`config.mk`:
```
export PLATFORM = sky130hd
export DESIGN_NAME = timer8
export DESIGN_NICKNAME = d
export VERILOG_FILES = /design/src/hdl/timer8_pkg.sv /design/src/hdl/timer8.sv
export SDC_FILE = /design/constraint.sdc
export NUM_CORES = 1
export LEC_CHECK = 0
export BUFFER_PORTS_ARGS = -buffer_cell sky130_fd_sc_hd__buf_2
export CORE_AREA = 2 2 103 105
export DETAILED_ROUTE_END_ITERATION = 8
export DIE_AREA = 0 0 105 107
export GPL_TIMING_DRIVEN = 0
export PLACE_DENSITY = 0.77
export SLEW_MARGIN = 25
export SYNTH_ARGS = -nofsm -noshare
export SYNTH_HDL_FRONTEND = slang
export SYNTH_SLANG_ARGS = --single-unit
```
`constraint.sdc`:
```
create_clock -name aclk -period 2.18 [get_ports aclk]
set_input_delay 0.545 -clock aclk [delete_from_list [all_inputs] [get_ports aclk]]
set_output_delay 0.545 -clock aclk [all_outputs]
set_load 0.05 [all_outputs]
```
`src/hdl/timer8_pkg.sv`:
```
// Constants and types of the 8-bit timer with its register block.
// Assumes a 32-bit AXI4-Lite master; byte address is four times an index.
package timer8_pkg;

  // ----------------------------------------------------------------
  // Register indices (byte address = index * 4)
  // ----------------------------------------------------------------
  localparam logic [5:0] IDX_CONTROL_A = 6'h24;
  localparam logic [5:0] IDX_CONTROL_B = 6'h25;
  localparam logic [5:0] IDX_COUNT     = 6'h26;
  localparam logic [5:0] IDX_COMPARE_A = 6'h27;
  localparam logic [5:0] IDX_COMPARE_B = 6'h28;
  localparam logic [5:0] IDX_MASK      = 6'h29;
  localparam logic [5:0] IDX_FLAGS     = 6'h2a;
  localparam logic [5:0] IDX_GLOBAL    = 6'h2b;

  // ----------------------------------------------------------------
  // Field positions
  // ----------------------------------------------------------------
  localparam int FORCE_A_POS   = 7;
  localparam int FORCE_B_POS   = 6;
  localparam int OVERFLOW_POS  = 0;
  localparam int MATCH_A_POS   = 1;
  localparam int MATCH_B_POS   = 2;
  localparam int GLOBAL_EN_POS = 0;

  // ----------------------------------------------------------------
  // Values and counts
  // ----------------------------------------------------------------
  localparam logic [7:0] RESET_BYTE = 8'h00;
  localparam logic [7:0] COUNT_MAX  = 8'hff;
  localparam logic [7:0] COUNT_MIN  = 8'h00;
  localparam logic [9:0] DIV_8      = 10'h007;
  localparam logic [9:0] DIV_64     = 10'h03f;
  localparam logic [9:0] DIV_256    = 10'h0ff;
  localparam logic [9:0] DIV_1024   = 10'h3ff;
  localparam logic [1:0] RESP_OKAY  = 2'h0;
  localparam logic [1:0] RESP_SLVERR = 2'h2;

  // Clock source codes
  typedef enum logic [2:0] {
    SRC_STOP  = 3'b000,
    SRC_DIV1  = 3'b001,
    SRC_DIV8  = 3'b010,
    SRC_DIV64 = 3'b011,
    SRC_DIV256 = 3'b100,
    SRC_DIV1024 = 3'b101,
    SRC_FALL  = 3'b110,
    SRC_RISE  = 3'b111
  } clock_source_type;

  // Control register A fields
  typedef struct packed {
    logic [1:0] output_action_a;
    logic [1:0] output_action_b;
    logic [1:0] wave_mode_low_bits;
  } control_a_type;

  // Control register B stored fields
  typedef struct packed {
    logic             wave_mode_high_bit;
    clock_source_type clock_source_select;
  } control_b_type;

  // Interrupt bits: match B, match A, overflow
  typedef struct packed {
    logic match_b;
    logic match_a;
    logic overflow;
  } irq_bits_type;

endpackage

```
`src/hdl/timer8.sv`:
```
// 8-bit timer/counter: clock select, compare channels, flags, AXI4-Lite.
// Assumes inputs synchronous to aclk and at most one write and one read
// under way at a time.
//
// Functional notes
// - Force bits strobe compare, non-PWM modes only
// - Forced compare sets no flag, no clear
// - Force bits always read back zero
// - Reserved bits read zero, written zero
// - Clock select: stop, prescaled, external edges
// - External pin counts even when an output
// - Counter readable and writable directly
// - Counter write blocks next timer-clock match
// - Compare registers continuously compared with counter
// - Interrupt needs enable, global enable, flag
// - Match flags set on counter equal compare
// - Overflow flag set on counter overflow
// - Vector execution clears its own flag
// - Writing one clears a flag bit
// - Mode bits choose where overflow sets
`timescale 1ns/100ps
module timer8 (
  input  wire logic       aclk,
  input  wire logic       aresetn,
  input  wire logic [7:0] awaddr,
  input  wire logic       awvalid,
  output logic            awready,
  input  wire logic [31:0] wdata,
  input  wire logic [3:0] wstrb,
  input  wire logic       wvalid,
  output logic            wready,
  output logic [1:0]      bresp,
  output logic            bvalid,
  input  wire logic       bready,
  input  wire logic [7:0] araddr,
  input  wire logic       arvalid,
  output logic            arready,
  output logic [31:0]     rdata,
  output logic [1:0]      rresp,
  output logic            rvalid,
  input  wire logic       rready,
  input  wire logic       external_count_pin,
  input  wire timer8_pkg::irq_bits_type vector_done,
  output logic            wave_out_a,
  output logic            wave_out_b,
  output logic            irq
);
  import timer8_pkg::*;

  // ----------------------------------------------------------------
  // State
  // ----------------------------------------------------------------
  control_a_type ctrl_a;
  control_b_type ctrl_b;
  logic [7:0]    count_value;
  logic [7:0]    compare_value_a;
  logic [7:0]    compare_value_b;
  irq_bits_type  interrupt_mask;
  irq_bits_type  interrupt_flags;
  logic          global_irq_enable;
  logic [9:0]    prescale;
  logic          pin_prev;
  logic          count_down;
  logic          block_match;
  logic          aw_full;
  logic          w_full;
  logic [5:0]    aw_index;
  logic [31:0]   w_data;
  logic          w_lane0;

  // Waveform output step for one channel
  // Outside PWM: action 01 toggles, 1x sets or clears on a hit.
  // Fast PWM: 1x acts on the hit and the inverse at bottom.
  // Phase correct: the hit acts one way up and the other way down.
  // Action 01 in PWM toggles only where the caller allows it.
  // Action 00 leaves the output where it stands.
  function automatic logic wave_next(
    input logic       cur,
    input logic [1:0] act,
    input logic       hit,
    input logic       bottom,
    input logic       down,
    input logic       pwm,
    input logic       can_toggle
  );
    logic v;
    v = cur;
    if (!pwm) begin
      if (hit && act == 2'h1) begin
        v = ~cur;
      end else if (hit && act[1]) begin
        v = act[0];
      end
    end else if (act[1]) begin
      if (hit) begin
        v = act[0] ^ down;
      end else if (bottom) begin
        v = ~act[0];
      end
    end else if (act[0] && can_toggle && hit) begin
      v = ~cur;
    end
    return v;
  endfunction

  // ----------------------------------------------------------------
  // Bus decode
  // ----------------------------------------------------------------
  // Write happens once address and data are both held
  // The write strobe lasts one cycle: bvalid rises on the edge that
  // lands the write, which closes do_write behind it.
  // A cleared low byte lane turns a write to a mapped register into a no-op with OKAY.
  wire       do_write = aw_full && w_full && !bvalid;
  wire       wr_ok    = do_write && w_lane0;
  wire [7:0] wbyte    = w_data[7:0];
  wire       wr_ctrl_a = wr_ok && aw_index == IDX_CONTROL_A;
  wire       wr_ctrl_b = wr_ok && aw_index == IDX_CONTROL_B;
  wire       wr_count  = wr_ok && aw_index == IDX_COUNT;
  wire       wr_cmp_a  = wr_ok && aw_index == IDX_COMPARE_A;
  wire       wr_cmp_b  = wr_ok && aw_index == IDX_COMPARE_B;
  wire       wr_mask   = wr_ok && aw_index == IDX_MASK;
  wire       wr_flags  = wr_ok && aw_index == IDX_FLAGS;
  wire       wr_global = wr_ok && aw_index == IDX_GLOBAL;
  wire       aw_mapped = aw_index >= IDX_CONTROL_A && aw_index <= IDX_GLOBAL;
  wire [5:0] ar_index  = araddr[7:2];

  // Read multiplexer; unused and reserved bits read as zero
  // It looks at araddr live, so the address must stand until the
  // edge that takes it, as the bus rules demand.
  wire [7:0] rd_byte =
    (ar_index == IDX_CONTROL_A) ? {2'h0, ctrl_a} :
    (ar_index == IDX_CONTROL_B) ? {4'h0, ctrl_b} :
    (ar_index == IDX_COUNT)     ? count_value :
    (ar_index == IDX_COMPARE_A) ? compare_value_a :
    (ar_index == IDX_COMPARE_B) ? compare_value_b :
    (ar_index == IDX_MASK)      ? {5'h00, interrupt_mask} :
    (ar_index == IDX_FLAGS)     ? {5'h00, interrupt_flags} :
    (ar_index == IDX_GLOBAL)    ? {7'h00, global_irq_enable} :
    RESET_BYTE;
  wire ar_mapped = ar_index >= IDX_CONTROL_A && ar_index <= IDX_GLOBAL;

  // ----------------------------------------------------------------
  // Mode and clock selection
  // ----------------------------------------------------------------
  // Three-bit mode from both control registers
  // Odd modes are PWM; 1 and 5 count up and down, 3 and 7 wrap.
  // Modes 2, 5 and 7 take their top from compare register A;
  // modes 4 and 6 are reserved and count like mode 0.
  wire [2:0] mode      = {ctrl_b.wave_mode_high_bit,
                          ctrl_a.wave_mode_low_bits};
  wire       pwm       = mode[0];
  wire       phase     = mode[0] && !mode[1];
  wire       top_cmp_a = mode == 3'd2 || mode == 3'd5 || mode == 3'd7;
  wire [7:0] top       = top_cmp_a ? compare_value_a : COUNT_MAX;

  // Pin edges seen at the input, whatever the pin direction
  // The history flop resets low but loads the pin on the first edge after release,
  // before any source can be chosen, so a pin already high at release never counts.
  wire pin_fall = pin_prev && !external_count_pin;
  wire pin_rise = !pin_prev && external_count_pin;

  // ----------------------------------------------------------------
  // Prescaler taps
  // ----------------------------------------------------------------
  // One pulse per division period; all taps share one counter, so a
  // source change never waits for a reload
  wire tap_8    = (prescale & DIV_8) == DIV_8;
  wire tap_64   = (prescale & DIV_64) == DIV_64;
  wire tap_256  = (prescale & DIV_256) == DIV_256;
  wire tap_1024 = prescale == DIV_1024;

  // Timer clock enable from the selected source
  // Only one source is live at a time; stop gives no tick at all.
  wire tick =
    (ctrl_b.clock_source_select == SRC_DIV1)    ? 1'b1 :
    (ctrl_b.clock_source_select == SRC_DIV8)    ? tap_8 :
    (ctrl_b.clock_source_select == SRC_DIV64)   ? tap_64 :
    (ctrl_b.clock_source_select == SRC_DIV256)  ? tap_256 :
    (ctrl_b.clock_source_select == SRC_DIV1024) ? tap_1024 :
    (ctrl_b.clock_source_select == SRC_FALL)    ? pin_fall :
    (ctrl_b.clock_source_select == SRC_RISE)    ? pin_rise :
    1'b0;

  // ----------------------------------------------------------------
  // Counter and compare
  // ----------------------------------------------------------------
  // Matches are judged on a timer clock unless a counter write blocks it
  // The block lives for one timer clock: the tick after the software
  // write clears it whatever the match result.
  wire at_top   = count_value == top;
  wire match_a  = tick && !block_match && count_value == compare_value_a;
  wire match_b  = tick && !block_match && count_value == compare_value_b;
  wire turn     = count_down ? count_value == COUNT_MIN : at_top;
  wire next_count_down = phase ? count_down ^ turn : 1'b0;
  wire [7:0] next_step =
    phase ? (next_count_down ? count_value - 8'h01 : count_value + 8'h01) :
    at_top ? COUNT_MIN : count_value + 8'h01;
  wire fast_bottom = tick && pwm && !phase && at_top;

  // Overflow point depends on the mode
  // Phase correct modes flag the turn at bottom, mode 7 the wrap at
  // the compare A top, all others the pass through the maximum.
  wire overflow_evt = tick && (phase ? count_down && count_value == COUNT_MIN :
                               mode == 3'd7 ? at_top :
                               count_value == COUNT_MAX);

  // Force strobes act only outside PWM modes and never touch flags
  // They feed the waveform step only, so a forced hit never clears
  // the counter, even where compare A sets the top.
  wire force_a = wr_ctrl_b && wbyte[FORCE_A_POS] && !pwm;
  wire force_b = wr_ctrl_b && wbyte[FORCE_B_POS] && !pwm;

  // Flag events: set wins over both clears
  // A vector clear and a software clear may land together; a hit in
  // the same cycle still leaves its flag set.
  irq_bits_type set_evt;
  irq_bits_type clr_evt;
  irq_bits_type next_flags;
  assign set_evt    = '{match_b: match_b, match_a: match_a,
                        overflow: overflow_evt};
  assign clr_evt    = vector_done | (wr_flags ? irq_bits_type'(wbyte[2:0]) :
                                     irq_bits_type'(3'h0));
  assign next_flags = set_evt | (interrupt_flags & ~clr_evt);

  // Interrupt line follows the flags as they stand after this edge
  wire next_irq = global_irq_enable && |(next_flags & interrupt_mask);

  // Channel B never toggles in PWM; its action 01 is reserved there
  wire next_wave_a = wave_next(wave_out_a, ctrl_a.output_action_a,
                               match_a || force_a, fast_bottom,
                               next_count_down, pwm, mode[2]);
  wire next_wave_b = wave_next(wave_out_b, ctrl_a.output_action_b,
                               match_b || force_b, fast_bottom,
                               next_count_down, pwm, 1'b0);

  // ----------------------------------------------------------------
  // Registers written by software
  // ----------------------------------------------------------------
  // Control, compare, mask and global enable
  // Stored fields only: force strobes and reserved bits are dropped
  // here, so they can never be read back.
  always_ff @(posedge aclk) begin
    if (!aresetn) begin
      ctrl_a            <= '0;
      ctrl_b            <= '0;
      compare_value_a   <= RESET_BYTE;
      compare_value_b   <= RESET_BYTE;
      interrupt_mask    <= '0;
      global_irq_enable <= 1'b0;
    end else begin
      if (wr_ctrl_a) ctrl_a <= control_a_type'(wbyte[5:0]);
      if (wr_ctrl_b) ctrl_b <= control_b_type'(wbyte[3:0]);
      if (wr_cmp_a) compare_value_a <= wbyte;
      if (wr_cmp_b) compare_value_b <= wbyte;
      if (wr_mask) interrupt_mask <= irq_bits_type'(wbyte[2:0]);
      if (wr_global) global_irq_enable <= wbyte[GLOBAL_EN_POS];
    end
  end

  // ----------------------------------------------------------------
  // Timer core
  // ----------------------------------------------------------------
  // Counter, direction and match blocking; software write wins
  // A software write outranks a timer clock in the same cycle, so the
  // written value is loaded unstepped and the step of that tick is lost.
  always_ff @(posedge aclk) begin
    if (!aresetn) begin
      count_value <= RESET_BYTE;
      count_down  <= 1'b0;
      block_match <= 1'b0;
    end else if (wr_count) begin
      count_value <= wbyte;
      block_match <= 1'b1;
    end else if (tick) begin
      count_value <= next_step;
      count_down  <= next_count_down;
      block_match <= 1'b0;
    end
  end

  // Prescaler and pin history
  // The prescaler never stops, which makes every tap periodic and
  // lets a count window be any multiple of the chosen division.
  always_ff @(posedge aclk) begin
    if (!aresetn) begin
      prescale <= 10'h000;
      pin_prev <= 1'b0;
    end else begin
      prescale <= prescale + 10'h001;
      pin_prev <= external_count_pin;
    end
  end

  // Flags, interrupt line and waveform outputs
  // Flags and irq share one edge; the line never lags its flag.
  always_ff @(posedge aclk) begin
    if (!aresetn) begin
      interrupt_flags <= '0;
      irq             <= 1'b0;
      wave_out_a      <= 1'b0;
      wave_out_b      <= 1'b0;
    end else begin
      interrupt_flags <= next_flags;
      irq             <= next_irq;
      wave_out_a      <= next_wave_a;
      wave_out_b      <= next_wave_b;
    end
  end

  // ----------------------------------------------------------------
  // AXI4-Lite write channel
  // ----------------------------------------------------------------
  // Address and data taken in either order, answer after both
  // awready and wready stay low from acceptance until one cycle after
  // the response handshake, so at most one write is under way.
  always_ff @(posedge aclk) begin
    if (!aresetn) begin
      awready  <= 1'b0;
      wready   <= 1'b0;
      aw_full  <= 1'b0;
      w_full   <= 1'b0;
      aw_index <= 6'h00;
      w_data   <= 32'h0000_0000;
      w_lane0  <= 1'b0;
      bvalid   <= 1'b0;
      bresp    <= RESP_OKAY;
    end else begin
      awready <= !aw_full && !(awvalid && awready);
      wready  <= !w_full && !(wvalid && wready);
      if (awvalid && awready) begin
        aw_full  <= 1'b1;
        aw_index <= awaddr[7:2];
      end
      if (wvalid && wready) begin
        w_full  <= 1'b1;
        w_data  <= wdata;
        w_lane0 <= wstrb[0];
      end
      if (do_write) begin
        bvalid <= 1'b1;
        bresp  <= aw_mapped ? RESP_OKAY : RESP_SLVERR;
      end else if (bvalid && bready) begin
        bvalid  <= 1'b0;
        aw_full <= 1'b0;
        w_full  <= 1'b0;
      end
    end
  end

  // ----------------------------------------------------------------
  // AXI4-Lite read channel
  // ----------------------------------------------------------------
  // One read at a time; data registered on the address handshake
  // Data are captured with the address, so later timer activity
  // cannot change a value already on its way back.
  always_ff @(posedge aclk) begin
    if (!aresetn) begin
      arready <= 1'b0;
      rvalid  <= 1'b0;
      rdata   <= 32'h0000_0000;
      rresp   <= RESP_OKAY;
    end else if (arvalid && arready) begin
      arready <= 1'b0;
      rvalid  <= 1'b1;
      rdata   <= {24'h000000, rd_byte};
      rresp   <= ar_mapped ? RESP_OKAY : RESP_SLVERR;
    end else if (rvalid && rready) begin
      rvalid  <= 1'b0;
      arready <= 1'b1;
    end else begin
      arready <= !rvalid;
    end
  end

endmodule

```
# [After elaboration in Yosys (flattened, before gate mapping)]
# Cells that the tools add are included.
# W data, S select, Z words.
[word_totals] ff_bits=91 mem_count=0 rom_bits=0 inputBits=63 latch_bits=0 ramBits=0 word_cells=219 out_inout_bits=44
[op_classes] n_mux=54 n_mul=0 n_addsub=3 bitwise=14 n_lt_le_gt_ge=4 n_reduce_logical=69 n_eq_ne=40 shift=0 n_div=0
[op_table] cell="$eq A6 B6 Y1 const B" count=17
[op_table] cell="$mux W8" count=11
[op_table] cell="$logic_and A1 B1 Y1" count=42
[op_table] cell="$mux W1" count=38
[op_table] cell="$eq A8 B8 Y1" count=3
[op_table] cell="$eq A3 B3 Y1 const B" count=7
[op_table] cell="$eq A8 B8 Y1 const B" count=2
[op_table] cell="$ge A6 B6 Y1 const B" count=2
[op_table] cell="$le A6 B6 Y1 const B" count=2
[op_table] cell="$logic_not A1 Y1" count=12
[op_table] cell="$add A10 B1 Y10 const B" count=1
[op_table] cell="$eq A10 B10 Y1 const B" count=1
[op_table] cell="$eq A3 B2 Y1 const B" count=3
[op_table] cell="$mux W3" count=3
[op_table] cell="$add A8 B1 Y8 const B" count=1
[op_table] cell="$logic_not A8 Y1" count=1
[op_table] cell="$sub A8 B1 Y8 const B" count=1
[op_table] cell="$and A3 B3 Y3" count=2
[op_table] cell="$ne A3 B1 Y1 const B" count=2
[op_table] cell="$not A1 Y1" count=6
[op_table] cell="$or A3 B3 Y3" count=2
[op_table] cell="$reduce_and A3 Y1" count=2
[op_table] cell="$reduce_bool A2 Y1" count=3
[op_table] cell="$reduce_bool A3 Y1" count=2
[op_table] cell="other kinds (11)" count=18

# [Longest topological paths before layout]
[depth] word_depth=16 mapped_depth=10

# [Worst setup path before layout]
# Ideal clock, no wire load.
[synth_timing] path_type="register -> register" startpoint="register count_value[0]" endpoint="register count_value[7]" slack_ps=-216 n_path_buf=2 t_required_ps=2058 stages_incl_launch_ff=11 synth_period_minus_slack_ps=2396 t_arrival_ps=2275 cell_sequence="dfxtp_1 > buf_4 > inv_1 > ha_1 > or3b_1 > nor3_1 > a41oi_1 > clkbuf_1 > a21oi_1 > o32ai_1 > a221o_1"
[synth_between] elab_chain_cells=8
[synth_rtl] item="start: declaration" line_no="timer8.sv:55" source="logic [7:0] count_value;"
[synth_rtl] item="start signal: assignment" line_no="timer8.sv:272" source="count_value <= wbyte;"
[synth_rtl] item="start signal: assignment" line_no="timer8.sv:275" source="count_value <= next_step;"
[synth_rtl] item="$eq A8 B8 Y1 or $logic_not A8 Y1 (tied branches)" line_no="timer8.sv:190, timer8.sv:193"
[synth_rtl] item="$mux W1" line_no="timer8.sv:193" source="wire turn = count_down ? count_value == COUNT_MIN : at_top;"
[synth_rtl] item="$xor A1 B1 Y1" line_no="timer8.sv:194" source="wire next_count_down = phase ? count_down ^ turn : 1'b0;"
[synth_rtl] item="$mux W1" line_no="timer8.sv:194"
[synth_rtl] item="$mux W8" line_no="timer8.sv:196" source="phase ? (next_count_down ? count_value - 8'h01 : count_value + 8'h01) :"
[synth_rtl] item="$mux W8 *" line_no="timer8.sv:196"
[synth_rtl] item="$mux W8 *" line_no="timer8.sv:274" source="end else if (tick) begin"
[synth_rtl] item="$mux W8 *" line_no="timer8.sv:271" source="end else if (wr_count) begin"
# Mark *: on every way between the ends. The rest lies on a longest branch, timed or not. The select of a mux whose other input is x is not followed.
# A chain may end at the register's enable or synchronous reset.

# [Worst setup path after layout]
[layout_timing] startpoint="register aw_index[5]" endpoint="register count_value[3]"
[layout_between] elab_chain_cells=3
[layout_rtl] item="start: declaration" line_no="timer8.sv:67" source="logic [5:0] aw_index;"
[layout_rtl] item="start signal: assignment" line_no="timer8.sv:332" source="aw_index <= awaddr[7:2];"
[layout_rtl] item="$eq A6 B6 Y1 *" line_no="timer8.sv:118" source="wire wr_count = wr_ok && aw_index == IDX_COUNT;"
[layout_rtl] item="$logic_and A1 B1 Y1 *" line_no="timer8.sv:118"
[layout_rtl] item="$mux W8 or $reduce_bool A2 Y1 (tied branches)"
# Mark *: on every way between the ends. The rest lies on a longest branch, timed or not.

==> flow_metrics.py <==
metrics = {
    "drt": {
        "num_vias": 4989,
        "viasPerCell": 5.86,
        "drtIter0Drc": 463,
        "antenna_left": 0,
        "drt_wl_total_mm": 15.1,
        "drt_pass1_iterations": 5,
        "drc": 0,
        "avgRoutedWirePerCell_um": 17.7,
    },
    "sta": {
        "finalHoldViolations": 0,
        "clock_skew_ns": 0.0161,
        "setup_viol": 10,
        "grt_setup_unrepaired": "yes",
        "fin_crit_sh_pct": 111,
        "worst_slack_ns": -0.242,
        "worst_pin_slew_ns": 0.839,
        "tns_ns": -1.19,
        "finalMaxSlewViolations": 0,
        "layout_min_cycle_time_ns": 2.42,
        "fmax_ghz": 0.413,
        "slew_headroom_pct": 43.5,
    },
    "cts": {
        "clk_path_buf_depth": 2,
        "clock_sinks": 89,
        "h-tree-depth": 3,
        "clk_latency_ns": 0.38,
        "root_buffer": "clkbuf_8",
        "cts.reportedPaths.clkPinSlew_ns": 0.11,
        "cts_tree": "built",
        "cts_buffers": 9,
    },
    "global_route": {
        "grt_usage_pct": 25.5,
        "antenna_found_initial": 0,
        "grt_max_degree": 20,
        "overflow": 0,
        "grt_pass1_wl_mm": 22.8,
        "grt_pass1_vias": 4561,
    },
    "synth": {
        "synth_seq_cells": 89,
        "synth_area_per_cell_um2": 8.20,
        "async_flop_share_pct": 0,
        "synthFlopType": "dfxtp_1",
        "synth-edff-count": 0,
        "yosysUniqueCellTypes": 70,
        "yosysSeqAreaShare_pct": 36.0,
        "synth.area.top_cells": "dfxtp_1, mux2i_1, nor2_1",
        "synth_warnings": 0,
        "synth_top_cell_by_area": "dfxtp_1",
        "synthMostInstantiatedCell": "dfxtp_1",
        "synth_area_um2": 4950,
        "synth_common_cells": "dfxtp_1, nor2_1, nand2_1, a21oi_1, mux2i_1",
        "synth_top_area_share_pct": 36.0,
        "synthCells": 604,
    },
    "setup_path": {
        "critical_path.endpoint_type": "register",
        "regToRegEndpoint": "count_value[3]$_SDFFE_PN0P_",
        "worstSetupPathType": "reg2reg",
        "worstPathMaxFanout": 7,
        "startpoint_type": "register",
        "rr_worst_depth": 6,
        "ff2ff_setup_slack_ns": -0.24,
        "crit_arrival_ns": 2.69,
        "required_ns": 2.45,
        "r2r_start": "aw_index[5]$_SDFFE_PN0P_",
    },
    "placed_design": {
        "port_buffers": 46,
        "dp.cells": 811,
        "gp_congestion": 0.949,
        "hpwlAfterDp_mm": 10.5,
    },
    "floorplanning": {
        "fp.coreArea_um2": 10100,
        "fp.dieArea_um2": 11200,
        "rows": 37,
        "initial_utilization_pct": 49.1,
        "die_w_um": 105,
        "die_h_um": 107,
        "io_pins": 107,
    },
    "power": {
        "ir_worst_vdd_mv": 0.327,
        "p_leak_nw": 2.48,
        "power.density_nw_per_um2": 527,
    },
    "hold_path": {
        "holdPathStages": 3,
        "hold_path.startpoint": "wdata[1]",
        "holdPathEnd": "w_data[1]$_SDFFE_PN0P_",
        "hold_path_class": "in2reg",
    },
    "run_status": {
        "status": "finished, violations left",
        "violations": "setup timing",
    },
    "layout": {
        "drive_above_1_share_pct": 25.9,
        "area_delta_synth_final_pct": 25.7,
        "final_cell_count_no_fill": 851,
        "fill_cells": 891,
        "final_nets": 777,
        "diodes": 0,
    },
    "flow_run": {
        "maxCapViolCount": 0,
    },
}
-- cells by family (layout without fill, tap and decap cells) --
| family | Yosys count | in the layout | synth area share [%] |
|---|---|---|---|
| other | 1 | 26 | 0.0757 |
| AND/OR/NAND/NOR | 243 | 243 | 24.6 |
| XOR/XNOR | 16 | 16 | 2.83 |
| AO/OA/AOI/OAI | 128 | 128 | 17.8 |
| buffers and inverters | 81 | 167 | 9.17 |
| flip-flops | 89 | 89 | 36.0 |
| adder cells (fa/ha/maj) | 4 | 4 | 1.01 |
| multiplexers | 42 | 42 | 8.48 |
-- registers in the layout (all words and copies together) (netlist names), 3 cells and up --
signal,count
interrupt_mask,3
prescale,10
w_data,8
compare_value_b,8
interrupt_flags,3
aw_index,6
ctrl_a,6
ctrl_b,4
rdata,8
count_value,8
compare_value_a,8
-- layer usage --
| layer | routed length, µm | track usage [%] | vias up |
|---|---|---|---|
| met5 | 0 | 0 | - |
| met4 | 466 | 9.43 | 0 |
| met3 | 1320 | 4.92 | 47 |
| met2 | 7180 | 42.8 | 237 |
| met1 | 6110 | 32.6 | 2376 |
| li1 | - | - | 2329 |
-- worst max-delay path: stages, from the launching register on --
cell and delay (ns):
dfxtp_1 0.37, nor4bb_1 0.55, nand3_1 0.42, nand2_1 0.34, nor2_1 0.13, a31o_1 0.21
a221o_1 0.31
-- worst max-delay path by stage --
stage                                 from                     endpoint  slack [ns]  depth (start not counted)
2_1_floorplan  count_value[0]$_SDFFE_PN0P_  count_value[7]$_SDFFE_PN0P_       -0.09                         10
3_3_place_gp                       aresetn  count_value[6]$_SDFFE_PN0P_       -0.51                          6
3_5_place_dp   count_value[4]$_SDFFE_PN0P_      wave_out_b$_SDFFE_PN0P_       -0.53                          8
4_1_cts             ctrl_a[1]$_SDFFE_PN0P_  count_value[3]$_SDFFE_PN0P_       -0.22                          9
5_1_grt           aw_index[5]$_SDFFE_PN0P_  count_value[3]$_SDFFE_PN0P_       -0.36                          6
6_report          aw_index[5]$_SDFFE_PN0P_  count_value[3]$_SDFFE_PN0P_       -0.24                          6
-- area by class of cell --
type	instances	area, µm²	share of cell area (%)
plain buffers	59	389	6.25
clock buffers	9	124	1.99
clock inverters	7	81.3	1.31
inverters	18	78.8	1.27
multi-input cells	459	3140	50.4
flip-flops and latches	89	1800	28.8
well taps	136	170	2.73
repair buffers	74	453	7.27
-- report_power, final --
| part | internal [W] | total, W | switching [W] |
|---|---|---|---|
| clock | 0.000460 | 0.00117 | 0.000714 |
| combinational | 0.000118 | 0.000411 | 0.000294 |
| sequential | 0.00166 | 0.00170 | 0.0000386 |
-- through the flow --
stage	worst slack, ns	instance area, µm²	util [%]	power (W)	hold WS, ns
floorplan	-0.0861	5120	-	0.00204	0.418
global placement	-0.508	5520	54.7	0.00213	0.433
detailed placement	-0.526	5530	54.8	0.00214	0.451
CTS	-0.218	5930	58.8	0.00329	0.389
global route	-0.364	6230	61.7	0.00339	0.399
finish	-0.242	6230	61.7	0.00328	0.388
-- cells in the final DEF (no fill, tap or decap), drive strengths merged, types with 5 or more instances in the layout --
master,count
a211oi,5
a21oi,43
a31oi,6
and2,8
buf,115
clkbuf,27
conb,26
dfxtp,89
inv,20
mux2i,42
nand2,57
nand2b,12
nand3,33
nand4,7
nor2,64
nor2b,9
nor3,20
nor4,9
o211ai,8
o21ai,16
xor2,14
-- what timing repair did --
action,in CTS,in global routing
endpoints found under the hold margin,0,0
endpoints found under the setup margin,14,17
gates cloned,0,1
buffers inserted,12,15
pin swaps,18,14
hold buffers,0,0
gates resized for setup,26,40
Power figures use the tool's default switching activity.
